===== src/shared/stream_frame_pkg.sv =====
// Functional notes
// - new frame: start marker in bytes 0-1, then first n-2 user bytes
// - last two bytes of each beat go out one cycle later in bytes 0-1
// - ready drops one cycle after last is taken; tail and end marker sent then
// - odd-length frame gets one pad character to complete the code group
// - valid low mid-frame pauses the frame; idles go out meanwhile
// - insert a 12-byte-per-lane clock-comp sequence every 10,000 bytes per lane
// - interval 5,000 clocks (2-byte lanes) or 2,500 (4-byte); stall 6 or 3
// - receive side has no buffer and no ready; user takes every beat
// - receive valid rises with the first word of each frame
// - receive last rises with the final full or partial word
// - receive keep counts valid bytes of the final word; only valid with last
// - receive valid may drop anywhere, due to stripping and left-alignment
// - start marker only in the left lane, end marker only in the right lane
// - gap between last data group and end marker is filled with idles
// - all bytes in two-byte groups; overhead four bytes, five when odd
// - little-endian option reverses keep bit order
// - a transmit beat is captured only when ready and valid are both high
// - receive strips idles, clock-comp, markers and pads from user data
// - data outside a frame is ignored
package stream_frame_pkg;

  // ********************
  // widths and depths
  // ********************
  localparam int DATA_W     = 32;
  localparam int KEEP_W     = 4;
  localparam int LANE_BYTES = 2;
  localparam int FIFO_DEPTH = 8;

  // ********************
  // channel code bytes
  // ********************
  localparam logic [7:0] START_HI = 8'h5C;
  localparam logic [7:0] START_LO = 8'hFB;
  localparam logic [7:0] END_HI   = 8'hFD;
  localparam logic [7:0] END_LO   = 8'hFE;
  localparam logic [7:0] PAD_CHAR = 8'h9C;
  localparam logic [7:0] IDLE_CHR = 8'hBC;
  localparam logic [7:0] CC_CHAR  = 8'hF7;

  // ********************
  // reset values and clock-comp word
  // ********************
  localparam logic [31:0] IDLE_WORD = {4{IDLE_CHR}};
  localparam logic [3:0]  ALL_CTRL  = 4'hF;
  localparam logic [31:0] CC_WORD   = {4{CC_CHAR}};

  // ********************
  // clock compensation timing
  // ********************
  localparam int CC_BYTES_PER_LANE = 12;
  localparam int CC_INTERVAL_2B    = 5000;
  localparam int CC_INTERVAL_4B    = 2500;
  localparam int CC_INTERVAL_CLKS  = (LANE_BYTES == 2) ? CC_INTERVAL_2B : CC_INTERVAL_4B;
  localparam int CC_LEN_CLKS       = CC_BYTES_PER_LANE / LANE_BYTES;
  localparam int CC_CNT_W          = 13;

  typedef enum logic [1:0] {
    TX_IDLE = 2'b00,
    TX_DATA = 2'b01,
    TX_TAIL = 2'b10
  } tx_state_t;

  // keep order reversal for the little-endian build
  function automatic logic [3:0] flip4(input logic [3:0] k);
    return {k[0], k[1], k[2], k[3]};
  endfunction : flip4

  // valid byte count from a left-aligned keep
  function automatic logic [2:0] keep_count(input logic [3:0] keep, input logic le);
    logic [3:0] k;
    k = le ? flip4(keep) : keep;
    case (k)
      4'hF: return 3'h4;
      4'hE: return 3'h3;
      4'hC: return 3'h2;
      4'h8: return 3'h1;
      default: return 3'h0;
    endcase
  endfunction : keep_count

  // keep pattern from a valid byte count
  function automatic logic [3:0] count_keep(input logic [2:0] n, input logic le);
    logic [3:0] k;
    case (n)
      3'h4: k = 4'hF;
      3'h3: k = 4'hE;
      3'h2: k = 4'hC;
      3'h1: k = 4'h8;
      default: k = 4'h0;
    endcase
    return le ? flip4(k) : k;
  endfunction : count_keep

endpackage : stream_frame_pkg


===== src/shared/stream_if.sv =====
`timescale 1ns/10ps
`default_nettype none
// payload with valid/ready between internal modules
interface stream_if #(parameter int W = 8);
  logic [W-1:0] data;
  logic         valid;
  logic         ready;
  modport src (output data, output valid, input ready);
  modport snk (input data, input valid, output ready);
endinterface : stream_if
`default_nettype wire


===== src/core/clock_comp_timer.sv =====
`timescale 1ns/10ps
`default_nettype none
module clock_comp_timer
  import stream_frame_pkg::*;
#(
  parameter int INTERVAL = CC_INTERVAL_CLKS,
  parameter int LEN      = CC_LEN_CLKS
) (
  // clock and reset
  input wire logic clk_in,
  input wire logic rst_in,
  // handshake with the framer
  input wire logic allow_in,
  output logic     active_out
);
  logic [CC_CNT_W-1:0] tick;
  logic [3:0]          run;
  logic                due;

  // free-running interval count, never stalls
  always_ff @(posedge clk_in or posedge rst_in) begin
    if (rst_in) begin
      tick <= '0;
    end else if (tick == CC_CNT_W'(INTERVAL - 1)) begin
      tick <= '0;
    end else begin
      tick <= tick + 1'b1;
    end
  end

  // due waits for a legal slot so the end tail is never split
  always_ff @(posedge clk_in or posedge rst_in) begin
    if (rst_in) begin
      due <= 1'b0;
    end else if (tick == CC_CNT_W'(INTERVAL - 1)) begin
      due <= 1'b1;
    end else if (due && allow_in && !active_out) begin
      due <= 1'b0;
    end
  end

  // sequence length in clocks
  always_ff @(posedge clk_in or posedge rst_in) begin
    if (rst_in) begin
      run        <= '0;
      active_out <= 1'b0;
    end else if (active_out) begin
      run        <= run + 1'b1;
      active_out <= (run != 4'(LEN - 1));
    end else if (due && allow_in) begin
      run        <= '0;
      active_out <= 1'b1;
    end
  end
endmodule : clock_comp_timer
`default_nettype wire


===== src/core/frame_fifo.sv =====
`timescale 1ns/10ps
`default_nettype none
module frame_fifo #(
  parameter int WIDTH = 8,
  parameter int DEPTH = 8
) (
  // clock and reset
  input wire logic clk_in,
  input wire logic rst_in,
  // fill and drain sides
  stream_if.snk    wr,
  stream_if.src    rd
);
  localparam int AW = $clog2(DEPTH);

  logic [WIDTH-1:0] mem [0:DEPTH-1];
  logic [AW:0]      wp;
  logic [AW:0]      rp;
  logic             full;
  logic             empty;
  logic             push;
  logic             pop;

  // extra pointer bit tells full from empty
  assign full     = (wp[AW] != rp[AW]) && (wp[AW-1:0] == rp[AW-1:0]);
  assign empty    = (wp == rp);
  assign wr.ready = ~full;
  assign rd.valid = ~empty;
  assign rd.data  = mem[rp[AW-1:0]];
  assign push     = wr.valid & ~full;
  assign pop      = rd.ready & ~empty;

  // write pointer
  always_ff @(posedge clk_in or posedge rst_in) begin
    if (rst_in) begin
      wp <= '0;
    end else if (push) begin
      wp <= wp + 1'b1;
    end
  end

  // read pointer
  always_ff @(posedge clk_in or posedge rst_in) begin
    if (rst_in) begin
      rp <= '0;
    end else if (pop) begin
      rp <= rp + 1'b1;
    end
  end

  // storage needs no reset, empty flag guards it
  always_ff @(posedge clk_in) begin
    if (push) begin
      mem[wp[AW-1:0]] <= wr.data;
    end
  end
endmodule : frame_fifo
`default_nettype wire


===== src/core/stream_frame_link_user_port.sv =====
`timescale 1ns/10ps
`default_nettype none
module stream_frame_link_user_port #(
  parameter bit LITTLE_ENDIAN = 1'b0,
  parameter int CC_INTERVAL   = stream_frame_pkg::CC_INTERVAL_CLKS
) (
  // clock and reset
  input wire logic                                 clk_in,
  input wire logic                                 rst_in,
  // transmit user stream
  input wire logic [stream_frame_pkg::DATA_W-1:0] tx_tdata_in,
  input wire logic [stream_frame_pkg::KEEP_W-1:0] tx_tkeep_in,
  input wire logic                                 tx_tvalid_in,
  input wire logic                                 tx_tlast_in,
  output logic                                     tx_tready_out,
  // transmit channel toward the lanes
  output logic [stream_frame_pkg::DATA_W-1:0]     tx_chan_data_out,
  output logic [stream_frame_pkg::KEEP_W-1:0]     tx_chan_ctrl_out,
  // receive channel from the lanes
  input wire logic [stream_frame_pkg::DATA_W-1:0] rx_chan_data_in,
  input wire logic [stream_frame_pkg::KEEP_W-1:0] rx_chan_ctrl_in,
  input wire logic                                 rx_chan_valid_in,
  // receive user stream, no ready
  output logic [stream_frame_pkg::DATA_W-1:0]     rx_tdata_out,
  output logic [stream_frame_pkg::KEEP_W-1:0]     rx_tkeep_out,
  output logic                                     rx_tvalid_out,
  output logic                                     rx_tlast_out
);
  import stream_frame_pkg::*;

  // ********************
  // transmit path
  // ********************
  localparam int PW = DATA_W + KEEP_W + 1;

  stream_if #(.W(PW)) fin ();
  stream_if #(.W(PW)) fout ();

  tx_state_t   tx_state;
  logic        gap;
  logic        cc_active;
  logic        open_in;
  logic        take;
  logic        allow;
  logic        f_last;
  logic [3:0]  f_keep;
  logic [31:0] f_data;
  logic [2:0]  cnt;
  logic [15:0] carry;
  logic [31:0] tail_word;
  logic [3:0]  tail_ctrl;
  logic [31:0] next_chan;
  logic [3:0]  next_ctrl;

  // entry closes in the end gap and during clock compensation
  assign open_in       = ~gap & ~cc_active;
  assign fin.data      = {tx_tlast_in, tx_tkeep_in, tx_tdata_in};
  assign fin.valid     = tx_tvalid_in & open_in;
  assign tx_tready_out = fin.ready & open_in;

  frame_fifo #(
    .WIDTH (PW),
    .DEPTH (FIFO_DEPTH)
  ) u_fifo (
    .clk_in (clk_in),
    .rst_in (rst_in),
    .wr     (fin),
    .rd     (fout)
  );

  // fifo head fields
  assign f_last = fout.data[PW-1];
  assign f_keep = fout.data[DATA_W +: KEEP_W];
  assign f_data = fout.data[DATA_W-1:0];
  assign cnt    = keep_count(f_keep, LITTLE_ENDIAN);

  // framer stalls the fifo, so back-pressure reaches the user
  assign fout.ready = (tx_state != TX_TAIL) & ~cc_active;
  assign take       = fout.valid & fout.ready;

  // clock compensation never cuts into an end tail
  assign allow = (tx_state != TX_TAIL) & ~(take & f_last);

  clock_comp_timer #(
    .INTERVAL (CC_INTERVAL),
    .LEN      (CC_LEN_CLKS)
  ) u_cc (
    .clk_in     (clk_in),
    .rst_in     (rst_in),
    .allow_in   (allow),
    .active_out (cc_active)
  );

  // ready gap one cycle after the last beat is accepted
  always_ff @(posedge clk_in or posedge rst_in) begin
    if (rst_in) begin
      gap <= 1'b0;
    end else begin
      gap <= tx_tvalid_in & tx_tready_out & tx_tlast_in;
    end
  end

  // frame state
  always_ff @(posedge clk_in or posedge rst_in) begin
    if (rst_in) begin
      tx_state <= TX_IDLE;
    end else if (take) begin
      tx_state <= f_last ? TX_TAIL : TX_DATA;
    end else if (tx_state == TX_TAIL) begin
      tx_state <= TX_IDLE;
    end
  end

  // low two bytes held over to the next channel word
  always_ff @(posedge clk_in or posedge rst_in) begin
    if (rst_in) begin
      carry <= 16'h0000;
    end else if (take) begin
      carry <= f_data[15:0];
    end
  end

  // end tail: leftover bytes, pad or idles, then end marker on the right lane
  always_ff @(posedge clk_in or posedge rst_in) begin
    if (rst_in) begin
      tail_word <= IDLE_WORD;
      tail_ctrl <= ALL_CTRL;
    end else if (take && f_last) begin
      case (cnt)
        3'h4: begin
          tail_word <= {f_data[15:0], END_HI, END_LO};
          tail_ctrl <= 4'h3;
        end
        3'h3: begin
          tail_word <= {f_data[15:8], PAD_CHAR, END_HI, END_LO};
          tail_ctrl <= 4'h7;
        end
        default: begin
          tail_word <= {IDLE_CHR, IDLE_CHR, END_HI, END_LO};
          tail_ctrl <= ALL_CTRL;
        end
      endcase
    end
  end

  // channel word choice; priority tail, then clock comp, then data
  always_comb begin
    next_chan = IDLE_WORD;
    next_ctrl = ALL_CTRL;
    case (1'b1)
      (tx_state == TX_TAIL): begin
        next_chan = tail_word;
        next_ctrl = tail_ctrl;
      end
      cc_active: begin
        next_chan = CC_WORD;
        next_ctrl = ALL_CTRL;
      end
      take: begin
        if (tx_state == TX_IDLE) begin
          next_chan = {START_HI, START_LO, f_data[31:16]};
          next_ctrl = 4'hC;
        end else begin
          next_chan = {carry, f_data[31:16]};
          next_ctrl = 4'h0;
        end
        if (f_last && cnt == 3'h1) begin
          next_chan[7:0] = PAD_CHAR;
          next_ctrl[0]   = 1'b1;
        end
      end
      default: begin
        next_chan = IDLE_WORD;
        next_ctrl = ALL_CTRL;
      end
    endcase
  end

  // registered channel output
  always_ff @(posedge clk_in or posedge rst_in) begin
    if (rst_in) begin
      tx_chan_data_out <= IDLE_WORD;
      tx_chan_ctrl_out <= ALL_CTRL;
    end else begin
      tx_chan_data_out <= next_chan;
      tx_chan_ctrl_out <= next_ctrl;
    end
  end

  // ********************
  // receive path
  // ********************
  logic        in_frame;
  logic [7:0]  acc [0:2];
  logic [2:0]  acc_n;
  logic        pend;
  logic        start_here;
  logic        end_here;
  logic [7:0]  m [0:6];
  logic [2:0]  n;
  logic        emit;
  logic        emit_last;
  logic [2:0]  emit_n;
  logic [31:0] edata;
  logic [7:0]  next_acc [0:2];
  logic [2:0]  next_acc_n;
  logic        next_pend;

  // markers are only looked for in their own lane
  assign start_here = rx_chan_valid_in && rx_chan_ctrl_in[3:2] == 2'h3
                      && rx_chan_data_in[31:16] == {START_HI, START_LO};
  assign end_here   = rx_chan_valid_in && rx_chan_ctrl_in[1:0] == 2'h3
                      && rx_chan_data_in[15:0] == {END_HI, END_LO};

  // strip control bytes, left-align data into output words
  always_comb begin
    for (int i = 0; i < 7; i++) begin
      m[i] = 8'h00;
    end
    for (int i = 0; i < 3; i++) begin
      next_acc[i] = 8'h00;
    end
    n          = 3'h0;
    emit       = 1'b0;
    emit_last  = 1'b0;
    emit_n     = 3'h0;
    edata      = 32'h0000_0000;
    next_acc_n = 3'h0;
    next_pend  = 1'b0;
    if (!pend) begin
      for (int i = 0; i < 3; i++) begin
        if (3'(i) < acc_n) begin
          m[n] = acc[i];
          n    = n + 3'h1;
        end
      end
    end
    // control bytes and anything outside a frame never reach the user
    for (int i = 0; i < 4; i++) begin
      if (rx_chan_valid_in && !rx_chan_ctrl_in[3-i] && (in_frame || start_here)) begin
        m[n] = rx_chan_data_in[31-8*i -: 8];
        n    = n + 3'h1;
      end
    end
    if (pend) begin
      // held-over final byte takes this slot; next frame only starts here
      emit      = 1'b1;
      emit_last = 1'b1;
      emit_n    = acc_n;
      edata     = {acc[0], acc[1], acc[2], 8'h00};
      for (int i = 0; i < 3; i++) begin
        next_acc[i] = m[i];
      end
      next_acc_n = (n > 3'h3) ? 3'h3 : n;
    end else if (n >= 3'h4 || (end_here && n != 3'h0)) begin
      emit  = 1'b1;
      edata = {m[0], m[1], m[2], m[3]};
      if (n <= 3'h4) begin
        emit_n    = n;
        emit_last = end_here;
      end else begin
        emit_n = 3'h4;
        for (int i = 0; i < 3; i++) begin
          next_acc[i] = m[i+4];
        end
        next_acc_n = n - 3'h4;
        next_pend  = end_here;
      end
    end else begin
      // short word: hold and show a gap to the user
      for (int i = 0; i < 3; i++) begin
        next_acc[i] = m[i];
      end
      next_acc_n = n;
    end
  end

  // frame tracking and byte accumulator
  always_ff @(posedge clk_in or posedge rst_in) begin
    if (rst_in) begin
      in_frame <= 1'b0;
      acc_n    <= 3'h0;
      pend     <= 1'b0;
      for (int i = 0; i < 3; i++) begin
        acc[i] <= 8'h00;
      end
    end else begin
      if (end_here) begin
        in_frame <= 1'b0;
      end else if (start_here) begin
        in_frame <= 1'b1;
      end
      acc_n <= next_acc_n;
      pend  <= next_pend;
      for (int i = 0; i < 3; i++) begin
        acc[i] <= next_acc[i];
      end
    end
  end

  // user outputs; no ready, the user must take every beat
  always_ff @(posedge clk_in or posedge rst_in) begin
    if (rst_in) begin
      rx_tvalid_out <= 1'b0;
      rx_tlast_out  <= 1'b0;
      rx_tdata_out  <= 32'h0000_0000;
      rx_tkeep_out  <= 4'h0;
    end else begin
      rx_tvalid_out <= emit;
      rx_tlast_out  <= emit_last;
      if (emit) begin
        rx_tdata_out <= edata;
        rx_tkeep_out <= count_keep(emit_n, LITTLE_ENDIAN);
      end
    end
  end
endmodule : stream_frame_link_user_port
`default_nettype wire


===== config.mk =====
export PLATFORM = sky130hd
export DESIGN_NAME = stream_frame_link_user_port
export DESIGN_NICKNAME = d
export VERILOG_FILES = /design/src/shared/stream_frame_pkg.sv /design/src/shared/stream_if.sv /design/src/core/clock_comp_timer.sv /design/src/core/frame_fifo.sv /design/src/core/stream_frame_link_user_port.sv
export SDC_FILE = /design/constraint.sdc
export NUM_CORES = 1
export LEC_CHECK = 0
export BUFFER_PORTS_ARGS = -buffer_cell sky130_fd_sc_hd__buf_2
export CAP_MARGIN = 30
export CORE_ASPECT_RATIO = 1.2
export CORE_MARGIN = 2
export CORE_UTILIZATION = 55
export CTS_CLUSTER_DIAMETER = 60
export DETAILED_ROUTE_END_ITERATION = 8
export GPL_TIMING_DRIVEN = 0
export PLACE_DENSITY = 0.81
export REMOVE_ABC_BUFFERS = 1
export SLEW_MARGIN = 40
export SYNTH_ARGS = -nofsm -noshare
export SYNTH_HDL_FRONTEND = slang
export SYNTH_HIERARCHICAL = 1
export SYNTH_SLANG_ARGS = --single-unit

===== constraint.sdc =====
create_clock -name clk_in -period 6 [get_ports clk_in]
set_input_delay 0.6 -clock clk_in [delete_from_list [all_inputs] [get_ports clk_in]]
set_output_delay 0.6 -clock clk_in [all_outputs]
set_load 0.02 [all_outputs]

==> Yosys cells after proc, flatten, opt, wreduce, memory -nomap -nowiden <==
Memories as Yosys holds them, arrays and structs flattened.
Cells that the tools add are included.
{ "totals": {"reg_bits": 185, "output_inout_bits": 75, "memories": 1, "latch_bits": 0, "word_cells": 219, "mem_bits_rw": 296, "mem_bits_ro": 0, "in_bits": 77} }
{ "op_classes": {"reduce_logical": 37, "add_sub_neg": 11, "shift": 0, "div": 0, "n_lt_le_gt_ge": 18, "n_eq_ne": 22, "multipliers": 0, "muxes": 86, "n_bitwise": 21} }
{ "memory_table": {"columns": ["name", "words", "width", "rd", "rd_ports_with_merged_regs", "write_ports", "line_no", "rtl"], "rows": [
  ["u_fifo.mem", 8, 37, 1, 0, 1, "frame_fifo.sv:16", "logic [WIDTH-1:0] mem [0:DEPTH-1];"]
]} }
{ "op_table": {"columns": ["op", "n"], "rows": [
  ["$mux 56", 8],
  ["$bwmux 56", 6],
  ["$mux 32", 6],
  ["$demux 8 s3", 6],
  ["$mux 24", 3],
  ["$mux 8", 9],
  ["$pmux 32 s2", 1],
  ["$mux 3", 16],
  ["$ge 4x4->1 const B", 6],
  ["$logic_and 1x1->1", 24],
  ["$lt 4x1->1 const B", 6],
  ["$mux 4", 6],
  ["$not 3->4", 6],
  ["$add 3x1->3 const B", 6],
  ["$mux 1", 18],
  ["$eq 16x15->1 const B", 1],
  ["$eq 16x16->1 const B", 1],
  ["$eq 4x4->1 const B", 4],
  ["$pmux 4 s4", 1],
  ["$add 13x1->13 const B", 1],
  ["$eq 13x13->1 const B", 1],
  ["$mux 13", 1],
  ["$add 4x1->4 const B", 3],
  ["$pmux 3 s4", 1],
  ["24 further kinds", 54]
]} }

==> Depth between registers and ports, before layout <==
Gate-level depths: netlist of the first run.
{ "logic_depth": {"depth_word": 25, "ltp_mapped": 24, "ltp_nobuf": 19} }

==> By module <==
Netlist of the first run, hierarchy kept.
{ "modules_own_cells": {"columns": ["mod", "area_per_inst_um2", "instances", "seq_area_each_um2", "cells_each"], "rows": [
  ["frame_fifo", 11835.1, 1, 9088.7, 487],
  ["stream_frame_link_user_port", 8182.8, 1, 3573.4, 807],
  ["clock_comp_timer", 905.9, 1, 475.5, 89]
]} }

==> Least setup slack after synthesis of the first run <==
OpenSTA, ideal clock, no wires.
{ "synth_path": {"path_kind": "input to register", "start": "input port tx_tvalid_in", "end": "memory u_fifo/mem[1][0] (netlist bit), enable pin", "setup_time_ns": 0.537, "slack_ns": 0.187, "arrival_time_ns": 5.275, "path_stages": 3, "cell_sequence": "nor3b_1 > o41ai_4 > nor4b_1"} }
{ "synth_between": {"elab_chain_cells": 4} }
{ "synth_rtl": {"columns": ["item", "line_no", "rtl"], "rows": [
  ["from (decl)", "stream_frame_link_user_port.sv:13", "input wire logic tx_tvalid_in,"],
  ["$and 1x1->1", "stream_frame_link_user_port.sv:58", "assign fin.valid = tx_tvalid_in & open_in;"],
  ["$and 1x1->1", "frame_fifo.sv:30", "assign push = wr.valid & ~full;"],
  ["$mux 1", "frame_fifo.sv:53", "if (push) begin"],
  ["$mux 1 (not written as such)", "frame_fifo.sv:54", "mem[wp[AW-1:0]] <= wr.data;"],
  ["to (decl)", "frame_fifo.sv:16", null]
]} }
No other way between the ends.

==> metrics.txt, run 1 <==
# TYPE chip_impl_metric gauge
chip_impl_info{name="top_ff_cell_synth",value="sky130_fd_sc_hd__edfxtp_1"} 1
chip_impl_info{name="synth.area.top_cells",value="sky130_fd_sc_hd__edfxtp_1 (42%), sky130_fd_sc_hd__dfrtp_1 (16%), sky130_fd_sc_hd__mux4_2 (8.0%)"} 1
chip_impl_metric{name="remaining_drc_errors",unit=""} 0
chip_impl_metric{name="pwr-share-comb",unit="%"} 30.0
chip_impl_metric{name="ys.warnings.count",unit=""} 6
chip_impl_info{name="min-delay-path-class",value="in2async"} 1
chip_impl_metric{name="sum_of_overflow_across_all_layers_after_global_routing",unit=""} 0
chip_impl_metric{name="grt_start_max_net_pins",unit=""} 74
chip_impl_metric{name="synthesis.instances",unit=""} 1383
chip_impl_info{name="criticalPathCategory",value="reg2reg"} 1
chip_impl_metric{name="io_buf_count",unit=""} 151
chip_impl_metric{name="grt_antenna_before_repair",unit=""} 4
chip_impl_metric{name="final_core_utilization",unit="%"} 64.9
chip_impl_metric{name="coreArea",unit="um^2"} 37700
chip_impl_metric{name="clock_skew_after_layout",unit="ns"} 0.0200
chip_impl_metric{name="total_number_of_vias",unit=""} 13800
chip_impl_info{name="start_kind",value="flip-flop"} 1
chip_impl_metric{name="grt_use_total",unit="%"} 27.3
chip_impl_metric{name="route.final.wire_length",unit="um"} 54300
chip_impl_metric{name="placed_cells",unit=""} 2022
chip_impl_metric{name="synth.cell_area",unit="um^2"} 20900
chip_impl_metric{name="worst_path_largest_cell_delay",unit="ns"} 0.59
chip_impl_metric{name="cap_violations",unit=""} 0
chip_impl_metric{name="p_per_area",unit="nW/um^2"} 440
chip_impl_metric{name="final_stage_net_count",unit=""} 1683
chip_impl_metric{name="cts_inserted_buffers",unit=""} 47
chip_impl_info{name="critical-path-slowest-cell",value="sky130_fd_sc_hd__a21oi_4"} 1
chip_impl_metric{name="cts_hold_buffers",unit=""} 0
chip_impl_metric{name="rr_worst_depth",unit=""} 19
chip_impl_metric{name="global_route_wire_length_before_repair",unit="um"} 82200
chip_impl_metric{name="finalMaxSlewViolations",unit=""} 0
chip_impl_metric{name="path_clk_slew",unit="ns"} 0.07
chip_impl_metric{name="area_delta_synth_final",unit="%"} 16.8
chip_impl_metric{name="final_period_util",unit="%"} 93.9
chip_impl_metric{name="switching_share",unit="%"} 31.6
chip_impl_info{name="synthMostInstantiatedCell",value="sky130_fd_sc_hd__edfxtp_1"} 1
chip_impl_metric{name="setup_viol_count_final",unit=""} 0
chip_impl_metric{name="setup_slack",unit="ns"} 0.364
chip_impl_info{name="clock_tree.root_cell",value="sky130_fd_sc_hd__clkbuf_16"} 1
chip_impl_metric{name="mapped_avg_cell_area",unit="um^2"} 15.1
chip_impl_metric{name="postSynthRegisterBits",unit=""} 464
chip_impl_info{name="synth.cells.most_frequent",value="sky130_fd_sc_hd__edfxtp_1 (296), sky130_fd_sc_hd__dfrtp_1 (132), sky130_fd_sc_hd__nand2_1 (81)"} 1
chip_impl_metric{name="intPower",unit="uW"} 7350
chip_impl_metric{name="critical_path_required",unit="ns"} 6.42
chip_impl_metric{name="floorplan.io_pins",unit=""} 152
chip_impl_metric{name="placementRows",unit=""} 78
chip_impl_metric{name="die_y",unit="um"} 218
chip_impl_metric{name="cts_max_path_buffers",unit=""} 3
chip_impl_metric{name="clk-insertion-delay-late",unit="ns"} 0.57
chip_impl_metric{name="post_drt_wl_per_cell",unit="um"} 25.6
chip_impl_metric{name="worst_ir_drop_vdd",unit="mV"} 0.449
chip_impl_metric{name="drt_pre_antenna_iters",unit=""} 5
chip_impl_metric{name="yosysUniqueCellTypes",unit=""} 91
chip_impl_metric{name="first_global_vias",unit=""} 14200
chip_impl_metric{name="r2r_slack",unit="ns"} 0.36
chip_impl_metric{name="pre_cts_slack",unit="ns"} -0.613
chip_impl_info{name="capture_point_of_the_worst_path",value="acc[9]"} 1
chip_impl_metric{name="timing.slew.headroom",unit="%"} 42.6
chip_impl_metric{name="switchingPower",unit="uW"} 3390
chip_impl_metric{name="detail_route.iter0.violations",unit=""} 1289
chip_impl_info{name="terminus_of_the_critical_flop_to_flop_path",value="acc[9]"} 1
chip_impl_metric{name="share_clk_of_total_power",unit="%"} 28.5
chip_impl_metric{name="worst-slew-pin-transition",unit="ns"} 0.861
chip_impl_metric{name="ctsHtreeMaxLevel",unit=""} 2
chip_impl_info{name="rr_startpoint",value="pend"} 1
chip_impl_metric{name="fin_crit",unit="ns"} 5.64
chip_impl_metric{name="hold_violations",unit=""} 0
chip_impl_metric{name="p_leak",unit="uW"} 0.00943
chip_impl_info{name="critPathLaunch",value="pend"} 1
chip_impl_info{name="critical_path.most_common_cell",value="sky130_fd_sc_hd__ha_1"} 1
chip_impl_metric{name="initial_utilization",unit="%"} 55.5
chip_impl_info{name="timing.critical_path.cells",value="buf_12 -> o21bai_2 -> clkinvlp_4 -> ha_1 -> nand4b_1 -> o21ai_0 -> ha_1 -> a2bb2oi_1 -> o21ai_2 -> inv_2 -> ha_1 -> mux2i_4 -> inv_1 -> ha_1 -> nor2b_1 -> xnor2_1 -> nand2b_4 -> a21oi_4 -> o22ai_1"} 1
chip_impl_metric{name="power.sequential.fraction",unit="%"} 41.4
chip_impl_metric{name="async_flop_share",unit="%"} 36.2
chip_impl_metric{name="detailedPlacementHpwl",unit="um"} 35900
chip_impl_metric{name="timing.critical_path.fanout_max",unit=""} 39
chip_impl_metric{name="routed_vias_inst",unit=""} 6.50
chip_impl_metric{name="fillCellCount",unit=""} 2565
chip_impl_info{name="grt_setup_unrepaired",value="no"} 1
chip_impl_metric{name="placed_cell_area",unit="um^2"} 22700
chip_impl_metric{name="post-route-cell-area",unit="um^2"} 24400
chip_impl_metric{name="synth_seq_area_share",unit="%"} 62.8
chip_impl_metric{name="ant_nets",unit=""} 0
chip_impl_metric{name="die_x",unit="um"} 182
chip_impl_info{name="synth_top_cell_by_area",value="sky130_fd_sc_hd__edfxtp_1"} 1
chip_impl_info{name="outcome",value="complete, no violations"} 1
chip_impl_info{name="cts_tree",value="built"} 1
chip_impl_metric{name="drive_above_1_share",unit="%"} 35.3
chip_impl_metric{name="timing.critical_path.arrival",unit="ns"} 6.05
chip_impl_metric{name="die-area",unit="um^2"} 39600
chip_impl_metric{name="gp_routability_congestion",unit=""} 0.959
chip_impl_metric{name="clock_sink_count",unit=""} 464
chip_impl_metric{name="final-instance-count-excl-fill",unit=""} 2117
chip_impl_metric{name="netlist.area_leader.share",unit="%"} 42.5
chip_impl_metric{name="max_freq",unit="GHz"} 0.177
chip_impl_info{name="timing.critical_path.to_type",value="flip-flop"} 1
chip_impl_metric{name="synth_enable_flop_cells",unit=""} 296
## per-layer routing
layer | part of all wire (%) | vias to the layer above | wire length, um | GRT usage, %
li1 | - | 5870 | - | -
met1 | 36 | 6879 | 19700 | 33.8
met2 | 50 | 793 | 27300 | 46.9
met3 | 8.3 | 220 | 4480 | 4.96
met4 | 5.1 | 4 | 2770 | 12.7
met5 | 0.039 | - | 21 | 0
## power groups by stage
| stage | Combinational (uW) | Clock, uW | Sequential, uW |
|---|---|---|---|
| 2_1_floorplan | 1900 | 0 | 4690 |
| 3_3_place_gp | 2750 | 0 | 4750 |
| 3_5_place_dp | 3170 | 0 | 4500 |
| 4_1_cts | 3230 | 3110 | 4450 |
| 5_1_grt | 3400 | 3230 | 4500 |
| 6_report | 3230 | 3060 | 4450 |
## worst min path at each step
stage / endpoint / cells after the start / start / slack [ns]
after CTS: u_fifo/wp[0] / 2 / rst_in / 0.06
after detailed placement: tail_word[14] / 1 / tail_word[14] / 0.46
after global routing: u_fifo/wp[0] / 2 / rst_in / 0.08
after global placement: u_cc/tick[0] / 1 / u_cc/tick[0] / 0.44
final: u_fifo/rp[1] / 2 / rst_in / 0.07
after floorplan: u_fifo/rp[0] / 1 / rst_in / 0.42
## area by class of cell
cell class / instances / area, um^2 / area share (%)
multi-input cells: 797 / 7410 / 30.3
clock buffers: 57 / 1310 / 5.35
clock inverters: 31 / 339 / 1.39
repair buffers: 248 / 1460 / 5.96
inverters: 39 / 163 / 0.666
flip-flops and latches: 464 / 13200 / 53.8
diodes: 1 / 2.50 / 0.0102
well taps: 480 / 601 / 2.46
## state kept, by name (all words and copies together) (netlist names), 13 cells and up
name,count
u_fifo/mem,296
u_cc/tick,13
tail_word,17
acc,24
tx_chan_data_out,32
carry,16
rx_tdata_out,32
## through the flow
stage / setup TNS (ns) / total power, uW / hold slack, ns
2_1_floorplan: -484.89 / 6590 / 0.416
3_3_place_gp: -2104.05 / 7500 / 0.443
3_5_place_dp: -16.30 / 7660 / 0.457
4_1_cts: 0 / 10800 / 0.0577
5_1_grt: 0 / 11100 / 0.0767
6_report: 0 / 10700 / 0.0655
## cells by family after synthesis
family,after synthesis,share of synthesized area [%]
and+or+nand+nor,294,7.35
other,1,0.0179
muxes,226,16.2
AOI/OAI and AO/OA,233,8.72
DFF,464,62.8
adders and majority gates,9,0.538
xor gates and xnor gates,33,1.55
buffers and inverters,123,2.80
## what timing repair did
action | 4_1_cts | 5_1_grt
gates cloned | 0 | 1
setup buffers | 0 | 5
gates resized for setup | 3 | 6
endpoints found under the setup margin | 39 | 52
## critical path, delay by kind of cell (launching register included)
| kind | cells | cell delay, ns |
|---|---|---|
| AO/OA/AOI/OAI | 6 | 1.57 |
| adder cells (fa/ha/maj) | 4 | 1.21 |
| buffers and inverters | 4 | 0.78 |
| AND/OR/NAND/NOR | 3 | 0.71 |
| flip-flops | 1 | 0.54 |
| multiplexers | 1 | 0.38 |
| XOR/XNOR | 1 | 0.29 |
## layout by cell type (no fill, tap or decap), types with 19 or more instances in the layout
cell type	netlist	layout
sky130_fd_sc_hd__dfstp_2	36	36
sky130_fd_sc_hd__o21ai_0	19	19
sky130_fd_sc_hd__nor2_1	62	59
sky130_fd_sc_hd__clkbuf_16	0	50
sky130_fd_sc_hd__a22oi_1	22	22
sky130_fd_sc_hd__inv_1	37	33
sky130_fd_sc_hd__a21oi_1	33	33
sky130_fd_sc_hd__nand4_1	32	32
sky130_fd_sc_hd__dfrtp_1	132	127
sky130_fd_sc_hd__mux2_4	27	27
sky130_fd_sc_hd__mux4_2	74	74
sky130_fd_sc_hd__mux2_2	47	47
sky130_fd_sc_hd__mux2i_1	75	75
sky130_fd_sc_hd__o22ai_1	24	24
sky130_fd_sc_hd__o211ai_1	24	24
sky130_fd_sc_hd__buf_2	23	222
sky130_fd_sc_hd__nand2_1	81	79
sky130_fd_sc_hd__edfxtp_1	296	296
(Power assumes the default switching activity.)
==> inputs of run 2 (changes only) <==
--- a/config.mk
+++ b/config.mk
@@ -5,6 +5,7 @@
 export SDC_FILE = /design/constraint.sdc
 export NUM_CORES = 1
 export LEC_CHECK = 0
+export ABC_AREA = 1
 export BUFFER_PORTS_ARGS = -buffer_cell sky130_fd_sc_hd__buf_2
 export CAP_MARGIN = 30
 export CORE_ASPECT_RATIO = 1.2
==> run 2 against run 1 <==
Effect of this change:
- final area rose by 0.37%
- maximum frequency rose by 1.7%
- worst setup slack improved by 0.095 ns
- clock power fell by 4%
- via count rose by 27%
- sequential cell count did not move
- area after synthesis rose by 2.1%
- register-to-register slack improved by 0.09 ns
- routed wire length rose by 15%
- die area rose by 2.1%
- first-iteration DRC count rose by 39%
- total power rose by 8.1%
- critical path type unchanged
==> metrics.txt, run 2 <==
# TYPE chip_impl_metric gauge
chip_impl_metric{name="final_period_util",unit="%"} 92.3
chip_impl_metric{name="die_y",unit="um"} 220
chip_impl_metric{name="setup_slack",unit="ns"} 0.459
chip_impl_metric{name="p_per_area",unit="nW/um^2"} 474
chip_impl_metric{name="ys.warnings.count",unit=""} 6
chip_impl_metric{name="cts_inserted_buffers",unit=""} 46
chip_impl_metric{name="hold_violations",unit=""} 0
chip_impl_metric{name="largest_register_ff_count",unit=""} 296
chip_impl_metric{name="synth_enable_flop_cells",unit=""} 296
chip_impl_metric{name="grt_start_max_net_pins",unit=""} 151
chip_impl_metric{name="max_freq",unit="GHz"} 0.180
chip_impl_metric{name="initial_utilization",unit="%"} 55.4
chip_impl_metric{name="critical_path_required",unit="ns"} 6.44
chip_impl_metric{name="clock_skew_after_layout",unit="ns"} 0.0309
chip_impl_metric{name="clock_sink_count",unit=""} 464
chip_impl_metric{name="r2r_slack",unit="ns"} 0.46
chip_impl_metric{name="mapped_avg_cell_area",unit="um^2"} 9.37
chip_impl_metric{name="regArea",unit="um^2"} 13200
chip_impl_metric{name="postSynthRegisterBits",unit=""} 464
chip_impl_metric{name="pre_cts_slack",unit="ns"} 0.593
chip_impl_metric{name="drt_pre_antenna_iters",unit=""} 8
chip_impl_metric{name="remaining_drc_errors",unit=""} 0
chip_impl_info{name="timing.critical_path.to_type",value="flip-flop"} 1
chip_impl_info{name="top_ff_cell_synth",value="sky130_fd_sc_hd__edfxtp_1"} 1
chip_impl_metric{name="total_number_of_vias",unit=""} 17500
chip_impl_metric{name="global_route_wire_length_before_repair",unit="um"} 93900
chip_impl_info{name="cts_tree",value="built"} 1
chip_impl_info{name="synth.area.top_cells",value="sky130_fd_sc_hd__edfxtp_1 (42%), sky130_fd_sc_hd__dfrtp_1 (15%), sky130_fd_sc_hd__nand2_1 (11%)"} 1
chip_impl_metric{name="worst-slew-pin-transition",unit="ns"} 0.927
chip_impl_metric{name="power.sequential.fraction",unit="%"} 39.2
chip_impl_metric{name="report.power.total",unit="uW"} 11600
chip_impl_metric{name="worst_ir_drop_vdd",unit="mV"} 0.372
chip_impl_metric{name="timing.slew.headroom",unit="%"} 37.5
chip_impl_metric{name="first_global_vias",unit=""} 16700
chip_impl_metric{name="share_clk_of_total_power",unit="%"} 25.3
chip_impl_metric{name="routed_vias_inst",unit=""} 5.95
chip_impl_metric{name="final_stage_net_count",unit=""} 2494
chip_impl_metric{name="placementRows",unit=""} 79
chip_impl_metric{name="grt_antenna_before_repair",unit=""} 6
chip_impl_metric{name="timing.critical_path.arrival",unit="ns"} 5.98
chip_impl_metric{name="synth_seq_area_share",unit="%"} 61.5
chip_impl_metric{name="cap_violations",unit=""} 0
chip_impl_metric{name="post_drt_wl_per_cell",unit="um"} 21.2
chip_impl_metric{name="drive_above_1_share",unit="%"} 15.7
chip_impl_metric{name="floorplan.io_pins",unit=""} 152
chip_impl_info{name="start_kind",value="flip-flop"} 1
chip_impl_metric{name="post-cts-setup-buffer-count",unit=""} 0
chip_impl_info{name="most-common-layout-cells",value="sky130_fd_sc_hd__nand2_1 (613), sky130_fd_sc_hd__edfxtp_1 (296), sky130_fd_sc_hd__o21ai_0 (287), sky130_fd_sc_hd__nor2_1 (255), sky130_fd_sc_hd__inv_1 (164)"} 1
chip_impl_info{name="min-delay-path-class",value="in2reg"} 1
chip_impl_metric{name="setup_viol_count_final",unit=""} 0
chip_impl_metric{name="detailedPlacementHpwl",unit="um"} 39900
chip_impl_metric{name="async_flop_share",unit="%"} 36.2
chip_impl_metric{name="cts_repair_resize_count",unit=""} 0
chip_impl_metric{name="clk-insertion-delay-late",unit="ns"} 0.59
chip_impl_metric{name="fillCellCount",unit=""} 2883
chip_impl_info{name="synth_top_cell_by_area",value="sky130_fd_sc_hd__edfxtp_1"} 1
chip_impl_metric{name="ant_nets",unit=""} 0
chip_impl_metric{name="pwr-share-comb",unit="%"} 35.6
chip_impl_metric{name="fin_crit",unit="ns"} 5.54
chip_impl_metric{name="synthesis.instances",unit=""} 2281
chip_impl_metric{name="detail_route.iter0.violations",unit=""} 1789
chip_impl_metric{name="coreArea",unit="um^2"} 38500
chip_impl_info{name="synthMostInstantiatedCell",value="sky130_fd_sc_hd__nand2_1"} 1
chip_impl_metric{name="multiInputGateArea",unit="um^2"} 7050
chip_impl_metric{name="path_clk_slew",unit="ns"} 0.07
chip_impl_metric{name="die_x",unit="um"} 184
chip_impl_metric{name="switching_share",unit="%"} 39.0
chip_impl_metric{name="intPower",unit="uW"} 7080
chip_impl_metric{name="io_buf_count",unit=""} 151
chip_impl_info{name="grt_setup_unrepaired",value="no"} 1
chip_impl_metric{name="synth.cell_area",unit="um^2"} 21400
chip_impl_metric{name="gp_routability_congestion",unit=""} 1.03
chip_impl_metric{name="netlist.area_leader.share",unit="%"} 41.6
chip_impl_metric{name="yosysUniqueCellTypes",unit=""} 44
chip_impl_metric{name="finalMaxSlewViolations",unit=""} 0
chip_impl_metric{name="route.final.wire_length",unit="um"} 62400
chip_impl_metric{name="timing.critical_path.fanout_max",unit=""} 34
chip_impl_info{name="clock_tree.root_cell",value="sky130_fd_sc_hd__clkbuf_16"} 1
chip_impl_metric{name="grt_use_total",unit="%"} 30.8
chip_impl_metric{name="switchingPower",unit="uW"} 4530
chip_impl_metric{name="sum_of_overflow_across_all_layers_after_global_routing",unit=""} 0
chip_impl_metric{name="p_leak",unit="uW"} 0.0104
chip_impl_info{name="criticalPathCategory",value="reg2reg"} 1
chip_impl_info{name="outcome",value="complete, no violations"} 1
chip_impl_metric{name="cts_max_path_buffers",unit=""} 3
chip_impl_info{name="leading_cell_type_in_the_layout_fill_and_taps_excluded",value="sky130_fd_sc_hd__nand2_1"} 1
chip_impl_info{name="synth.cells.most_frequent",value="sky130_fd_sc_hd__nand2_1 (614), sky130_fd_sc_hd__edfxtp_1 (296), sky130_fd_sc_hd__o21ai_0 (287)"} 1
chip_impl_metric{name="ctsHtreeMaxLevel",unit=""} 2
chip_impl_metric{name="area_delta_synth_final",unit="%"} 14.8
chip_impl_metric{name="die-area",unit="um^2"} 40400
## run 2: cell count changes in the layout (fill, tap and decap cells not counted), sizes merged, moves of 59 or more
cell,change
buf,-67
mux2,-76
nor2,+217
o21ai,+309
mux2i,-76
nand3,+59
inv,+145
mux4,-74
nand2,+560
## run 2: cells by family (layout without fill, tap and decap cells)
group,Yosys count,in the layout,share of synthesized area [%]
AO/OA/AOI/OAI,476,476,12.0
AND/OR/NAND/NOR,1035,1035,19.8
buffers and inverters,290,455,5.92
flip-flops,464,464,61.5
adder cells (fa/ha/maj),9,9,0.527
XOR/XNOR,6,6,0.246
other,1,6,0.0176
## run 2: worst max-delay path: stages (launching register included)
cell and delay, ns:
sky130_fd_sc_hd__dfrtp_2 0.72, sky130_fd_sc_hd__nor2_2 0.75, sky130_fd_sc_hd__ha_1 0.27, sky130_fd_sc_hd__inv_1 0.04, sky130_fd_sc_hd__o21ai_1 0.34, sky130_fd_sc_hd__ha_1 0.31, sky130_fd_sc_hd__nand3_1 0.12, sky130_fd_sc_hd__nand2_2 0.10
sky130_fd_sc_hd__ha_1 0.29, sky130_fd_sc_hd__or2_1 0.24, sky130_fd_sc_hd__nand2_1 0.12, sky130_fd_sc_hd__inv_1 0.10, sky130_fd_sc_hd__ha_1 0.29, sky130_fd_sc_hd__nand2_1 0.05, sky130_fd_sc_hd__nand2_1 0.16, sky130_fd_sc_hd__inv_2 0.07
sky130_fd_sc_hd__nand2_2 0.09, sky130_fd_sc_hd__nand2_2 0.08, sky130_fd_sc_hd__nand2_1 0.54, sky130_fd_sc_hd__inv_2 0.43, sky130_fd_sc_hd__nand2_1 0.15, sky130_fd_sc_hd__nand3_1 0.10
## run 2: worst paths after layout
| kind | startpoint | endpoint | cells after the start |
|---|---|---|---|
| worst max-delay path | pend | rx_tdata_out[16] | 21 |
| worst min-delay path | tx_tdata_in[26] | u_fifo/mem[7][26] | 1 |
| worst max register to register | pend | rx_tdata_out[16] | 21 |
| worst min register to register | rx_tdata_out[6] | rx_tdata_out[6] | 2 |
| max in group asynchronous | rst_in | tx_chan_data_out[12] | 5 |
| min in group asynchronous | rst_in | tx_chan_data_out[25] | 3 |
## run 2: per-stage QoR
| stage | cell area, um^2 | cells | hold WS, ns | utilization [%] | setup TNS (ns) |
|---|---|---|---|---|---|
| CTS | 24500 | 2931 | 0.252 | 63.5 | 0 |
| global placement | 22200 | 2815 | 0.452 | 57.5 | -1420.25 |
| finish | 24500 | 2937 | 0.273 | 63.6 | 0 |
| floorplan | 20800 | 2178 | 0.416 | - | -19.19 |
| detailed placement | 22900 | 2844 | 0.458 | 59.4 | 0 |
| global route | 24500 | 2936 | 0.265 | 63.6 | 0 |
## run 2: cell type report
cell class / count / area share, %
Tap cell: 486 / 2.48
Clock inverter: 22 / 1.14
Antenna cell: 5 / 0.0510
Sequential cell: 464 / 53.6
Timing Repair Buffer: 182 / 5.73
Clock buffer: 64 / 5.26
Inverter: 187 / 2.96
Multi-Input combinational cell: 1527 / 28.8
## run 2: metal layers
metal	up-vias	track usage, %	wire (um)
met2	969	51.4	30300
li1	7914	-	-
met5	-	0	25
met3	210	5.83	5740
met4	4	17.0	3200
met1	8370	37.8	23100
## run 2: power groups by stage
| stage | combinational, uW | sequential [uW] | clock, uW |
|---|---|---|---|
| after global routing | 4490 | 4600 | 3090 |
| after floorplan | 2120 | 4820 | 0 |
| after CTS | 4040 | 4530 | 2970 |
| after global placement | 3470 | 4740 | 0 |
| after detailed placement | 3970 | 4580 | 0 |
| final | 4130 | 4550 | 2930 |
## run 2: timing repair
action                                  CTS  global route
endpoints found under the setup margin    0             0
hold endpoints to repair                 24             0
hold buffers                              1             0
==> inputs of run 3 (changes only) <==
--- a/config.mk
+++ b/config.mk
@@ -14,7 +14,7 @@
 export CTS_CLUSTER_DIAMETER = 60
 export DETAILED_ROUTE_END_ITERATION = 8
 export GPL_TIMING_DRIVEN = 0
-export PLACE_DENSITY = 0.81
+export PLACE_DENSITY = 0.86
 export REMOVE_ABC_BUFFERS = 1
 export SLEW_MARGIN = 40
 export SYNTH_ARGS = -nofsm -noshare
==> run 3 against run 2 <==
Effect of this change:
- cell count hardly changed
- register-to-register slack better by 0.38 ns
- clock-buffer cell count down 7
- highest routed layer unchanged
- sequential cell count did not move
- utilization shrank 0.29 points
- critical path type unchanged
- global-route usage up 0.91 points
- critical path depth unchanged
- critical endpoint is now rx_tdata_out[24]
- sequential power barely moved
==> metrics.txt, run 3 (synthesized netlist as in run 2, its figures left out) <==
# TYPE chip_impl_metric gauge
chip_impl_metric{name="cts_repair_resize_count",unit=""} 0
chip_impl_metric{name="coreArea",unit="um^2"} 38500
chip_impl_info{name="most-common-layout-cells",value="sky130_fd_sc_hd__nand2_1 (613), sky130_fd_sc_hd__edfxtp_1 (296), sky130_fd_sc_hd__o21ai_0 (287), sky130_fd_sc_hd__nor2_1 (255), sky130_fd_sc_hd__inv_1 (163)"} 1
chip_impl_metric{name="switchingPower",unit="uW"} 4660
chip_impl_metric{name="cap_violations",unit=""} 0
chip_impl_metric{name="final_stage_net_count",unit=""} 2492
chip_impl_metric{name="clk-insertion-delay-late",unit="ns"} 0.58
chip_impl_metric{name="largest_register_ff_count",unit=""} 296
chip_impl_metric{name="timing.slew.headroom",unit="%"} 45.5
chip_impl_metric{name="path_clk_slew",unit="ns"} 0.06
chip_impl_metric{name="detailedPlacementHpwl",unit="um"} 40400
chip_impl_metric{name="clock_skew_after_layout",unit="ns"} 0.0136
chip_impl_metric{name="routed_vias_inst",unit=""} 6.09
chip_impl_metric{name="finalMaxSlewViolations",unit=""} 0
chip_impl_metric{name="fin_crit",unit="ns"} 5.16
chip_impl_metric{name="post-cts-setup-buffer-count",unit=""} 0
chip_impl_metric{name="worst-slew-pin-transition",unit="ns"} 0.815
chip_impl_metric{name="pre_cts_slack",unit="ns"} 0.614
chip_impl_metric{name="sum_of_overflow_across_all_layers_after_global_routing",unit=""} 0
chip_impl_metric{name="p_per_area",unit="nW/um^2"} 476
chip_impl_metric{name="global_route_wire_length_before_repair",unit="um"} 97000
chip_impl_info{name="timing.critical_path.to_type",value="flip-flop"} 1
chip_impl_info{name="clock_tree.root_cell",value="sky130_fd_sc_hd__clkbuf_16"} 1
chip_impl_metric{name="floorplan.io_pins",unit=""} 152
chip_impl_metric{name="setup_slack",unit="ns"} 0.842
chip_impl_metric{name="power.sequential.fraction",unit="%"} 39.0
chip_impl_metric{name="post_drt_wl_per_cell",unit="um"} 22.1
chip_impl_metric{name="initial_utilization",unit="%"} 55.4
chip_impl_info{name="leading_cell_type_in_the_layout_fill_and_taps_excluded",value="sky130_fd_sc_hd__nand2_1"} 1
chip_impl_info{name="cts_tree",value="built"} 1
chip_impl_metric{name="intPower",unit="uW"} 6940
chip_impl_metric{name="clock_sink_count",unit=""} 464
chip_impl_metric{name="final.hold.worst_slack",unit="ns"} 0.0333
chip_impl_metric{name="rr_worst_depth",unit=""} 21
chip_impl_metric{name="io_buf_count",unit=""} 151
chip_impl_info{name="start_kind",value="flip-flop"} 1
chip_impl_metric{name="drt_pre_antenna_iters",unit=""} 5
chip_impl_metric{name="ant_nets",unit=""} 0
chip_impl_info{name="capture_point_of_the_worst_path",value="rx_tdata_out[24]"} 1
chip_impl_metric{name="detail_route.iter0.violations",unit=""} 2021
chip_impl_metric{name="remaining_drc_errors",unit=""} 0
chip_impl_metric{name="placementRows",unit=""} 79
chip_impl_metric{name="ctsHtreeMaxLevel",unit=""} 2
chip_impl_metric{name="timing.critical_path.fanout_max",unit=""} 34
chip_impl_metric{name="die_x",unit="um"} 184
chip_impl_metric{name="die_y",unit="um"} 220
chip_impl_metric{name="die-area",unit="um^2"} 40400
chip_impl_metric{name="grt_use_total",unit="%"} 31.7
chip_impl_metric{name="grt_antenna_before_repair",unit=""} 5
chip_impl_metric{name="setup_viol_count_final",unit=""} 0
chip_impl_metric{name="first_global_vias",unit=""} 17300
chip_impl_metric{name="area_delta_synth_final",unit="%"} 14.3
chip_impl_metric{name="timing.critical_path.arrival",unit="ns"} 5.67
chip_impl_metric{name="cts_inserted_buffers",unit=""} 46
chip_impl_info{name="critPathLaunch",value="pend"} 1
chip_impl_metric{name="final_period_util",unit="%"} 86.0
chip_impl_metric{name="cts_hold_buffers",unit=""} 0
chip_impl_metric{name="drive_above_1_share",unit="%"} 15.7
chip_impl_metric{name="final-instance-count-excl-fill",unit=""} 2935
chip_impl_metric{name="route.final.wire_length",unit="um"} 64900
chip_impl_metric{name="max_freq",unit="GHz"} 0.194
chip_impl_metric{name="gp_routability_congestion",unit=""} 1.01
chip_impl_metric{name="p_leak",unit="uW"} 0.0104
chip_impl_metric{name="placed_cells",unit=""} 2843
chip_impl_info{name="rr_startpoint",value="pend"} 1
chip_impl_metric{name="r2r_slack",unit="ns"} 0.84
chip_impl_info{name="terminus_of_the_critical_flop_to_flop_path",value="rx_tdata_out[24]"} 1
chip_impl_info{name="min-delay-path-class",value="in2async"} 1
chip_impl_metric{name="total_number_of_vias",unit=""} 17900
chip_impl_metric{name="switching_share",unit="%"} 40.2
chip_impl_metric{name="worst_ir_drop_vdd",unit="mV"} 0.450
chip_impl_info{name="grt_setup_unrepaired",value="no"} 1
chip_impl_metric{name="hold_violations",unit=""} 0
chip_impl_metric{name="grt_start_max_net_pins",unit=""} 151
chip_impl_metric{name="pwr-share-comb",unit="%"} 36.7
chip_impl_metric{name="share_clk_of_total_power",unit="%"} 24.2
chip_impl_info{name="criticalPathCategory",value="reg2reg"} 1
chip_impl_info{name="outcome",value="complete, no violations"} 1
chip_impl_metric{name="cts_max_path_buffers",unit=""} 3
chip_impl_metric{name="critical_path_required",unit="ns"} 6.51
## run 3: cell count changes in the layout (fill, tap and decap cells not counted), moves of 2 or more
cell and delta:
sky130_fd_sc_hd__clkinv_1 +5, sky130_fd_sc_hd__nor2_4 +2, sky130_fd_sc_hd__buf_16 -2, sky130_fd_sc_hd__clkbuf_1 -5
sky130_fd_sc_hd__clkinv_2 +5, sky130_fd_sc_hd__nor2_2 -2, sky130_fd_sc_hd__clkbuf_8 -2, sky130_fd_sc_hd__bufinv_16 -3
## run 3: worst max-delay path, stage by stage, from the launching register on
cell and delay [ns]:
sky130_fd_sc_hd__dfrtp_4 0.70, sky130_fd_sc_hd__nor2_4 0.54, sky130_fd_sc_hd__ha_1 0.25, sky130_fd_sc_hd__inv_1 0.04
sky130_fd_sc_hd__o21ai_1 0.31, sky130_fd_sc_hd__ha_1 0.31, sky130_fd_sc_hd__nand3_1 0.12, sky130_fd_sc_hd__nand2_2 0.10
sky130_fd_sc_hd__ha_1 0.29, sky130_fd_sc_hd__or2_1 0.24, sky130_fd_sc_hd__nand2_1 0.13, sky130_fd_sc_hd__inv_1 0.10
sky130_fd_sc_hd__ha_1 0.29, sky130_fd_sc_hd__nand2_1 0.07, sky130_fd_sc_hd__nand2_1 0.10, sky130_fd_sc_hd__inv_2 0.08
sky130_fd_sc_hd__nand2_2 0.07, sky130_fd_sc_hd__nand2_2 0.10, sky130_fd_sc_hd__nand2_1 0.37, sky130_fd_sc_hd__inv_2 0.60
sky130_fd_sc_hd__nand2_1 0.11, sky130_fd_sc_hd__nand3_1 0.12
## run 3: how the worst min path moves through the flow
stage	startpoint	to	slack, ns	cells after the start
5_1_grt	rst_in	u_fifo/wp[3]	0.06	2
3_5_place_dp	rx_tdata_out[1]	rx_tdata_out[1]	0.46	2
2_1_floorplan	rst_in	u_fifo/rp[0]	0.42	1
3_3_place_gp	tail_word[14]	tail_word[14]	0.45	1
4_1_cts	rst_in	u_fifo/wp[2]	0.02	2
6_report	rst_in	u_fifo/wp[0]	0.03	2
## run 3: metal layers
layer  vias to the layer above  share of wire [%]  track usage (%)
met4                         2                5.4             18.4
met2                      1227                 48             52.4
met1                      8472                 36             38.9
met5                         -              0.014                0
li1                       7918                  -                -
met3                       253                 10             6.21
## run 3: layout make-up
type	instances	area (um^2)
inverter	187	727
clock buffer	57	1240
multi-input combinational	1527	7060
fill	2868	14100
timing repair buffer	180	1360
antenna	5	12.5
sequential	464	13200
tap	486	608
clock inverter	29	241
## run 3: metrics by stage
| step | TNS [ns] | total power, uW | area (um^2) | util [%] |
|---|---|---|---|---|
| after detailed placement | 0 | 8560 | 22900 | 59.3 |
| after floorplan | -19.19 | 6940 | 20800 | - |
| after global routing | 0 | 12100 | 24400 | 63.3 |
| final | 0 | 11600 | 24400 | 63.3 |
| after CTS | 0 | 11500 | 24400 | 63.2 |
| after global placement | -1397.79 | 8180 | 22200 | 57.5 |
## run 3: power by group through the flow
stage / registers, uW / logic (uW) / clock network [uW]
3_5_place_dp: 4560 / 4000 / 0
5_1_grt: 4570 / 4580 / 2960
3_3_place_gp: 4760 / 3420 / 0
2_1_floorplan: 4820 / 2120 / 0
6_report: 4530 / 4260 / 2810
4_1_cts: 4510 / 4130 / 2830
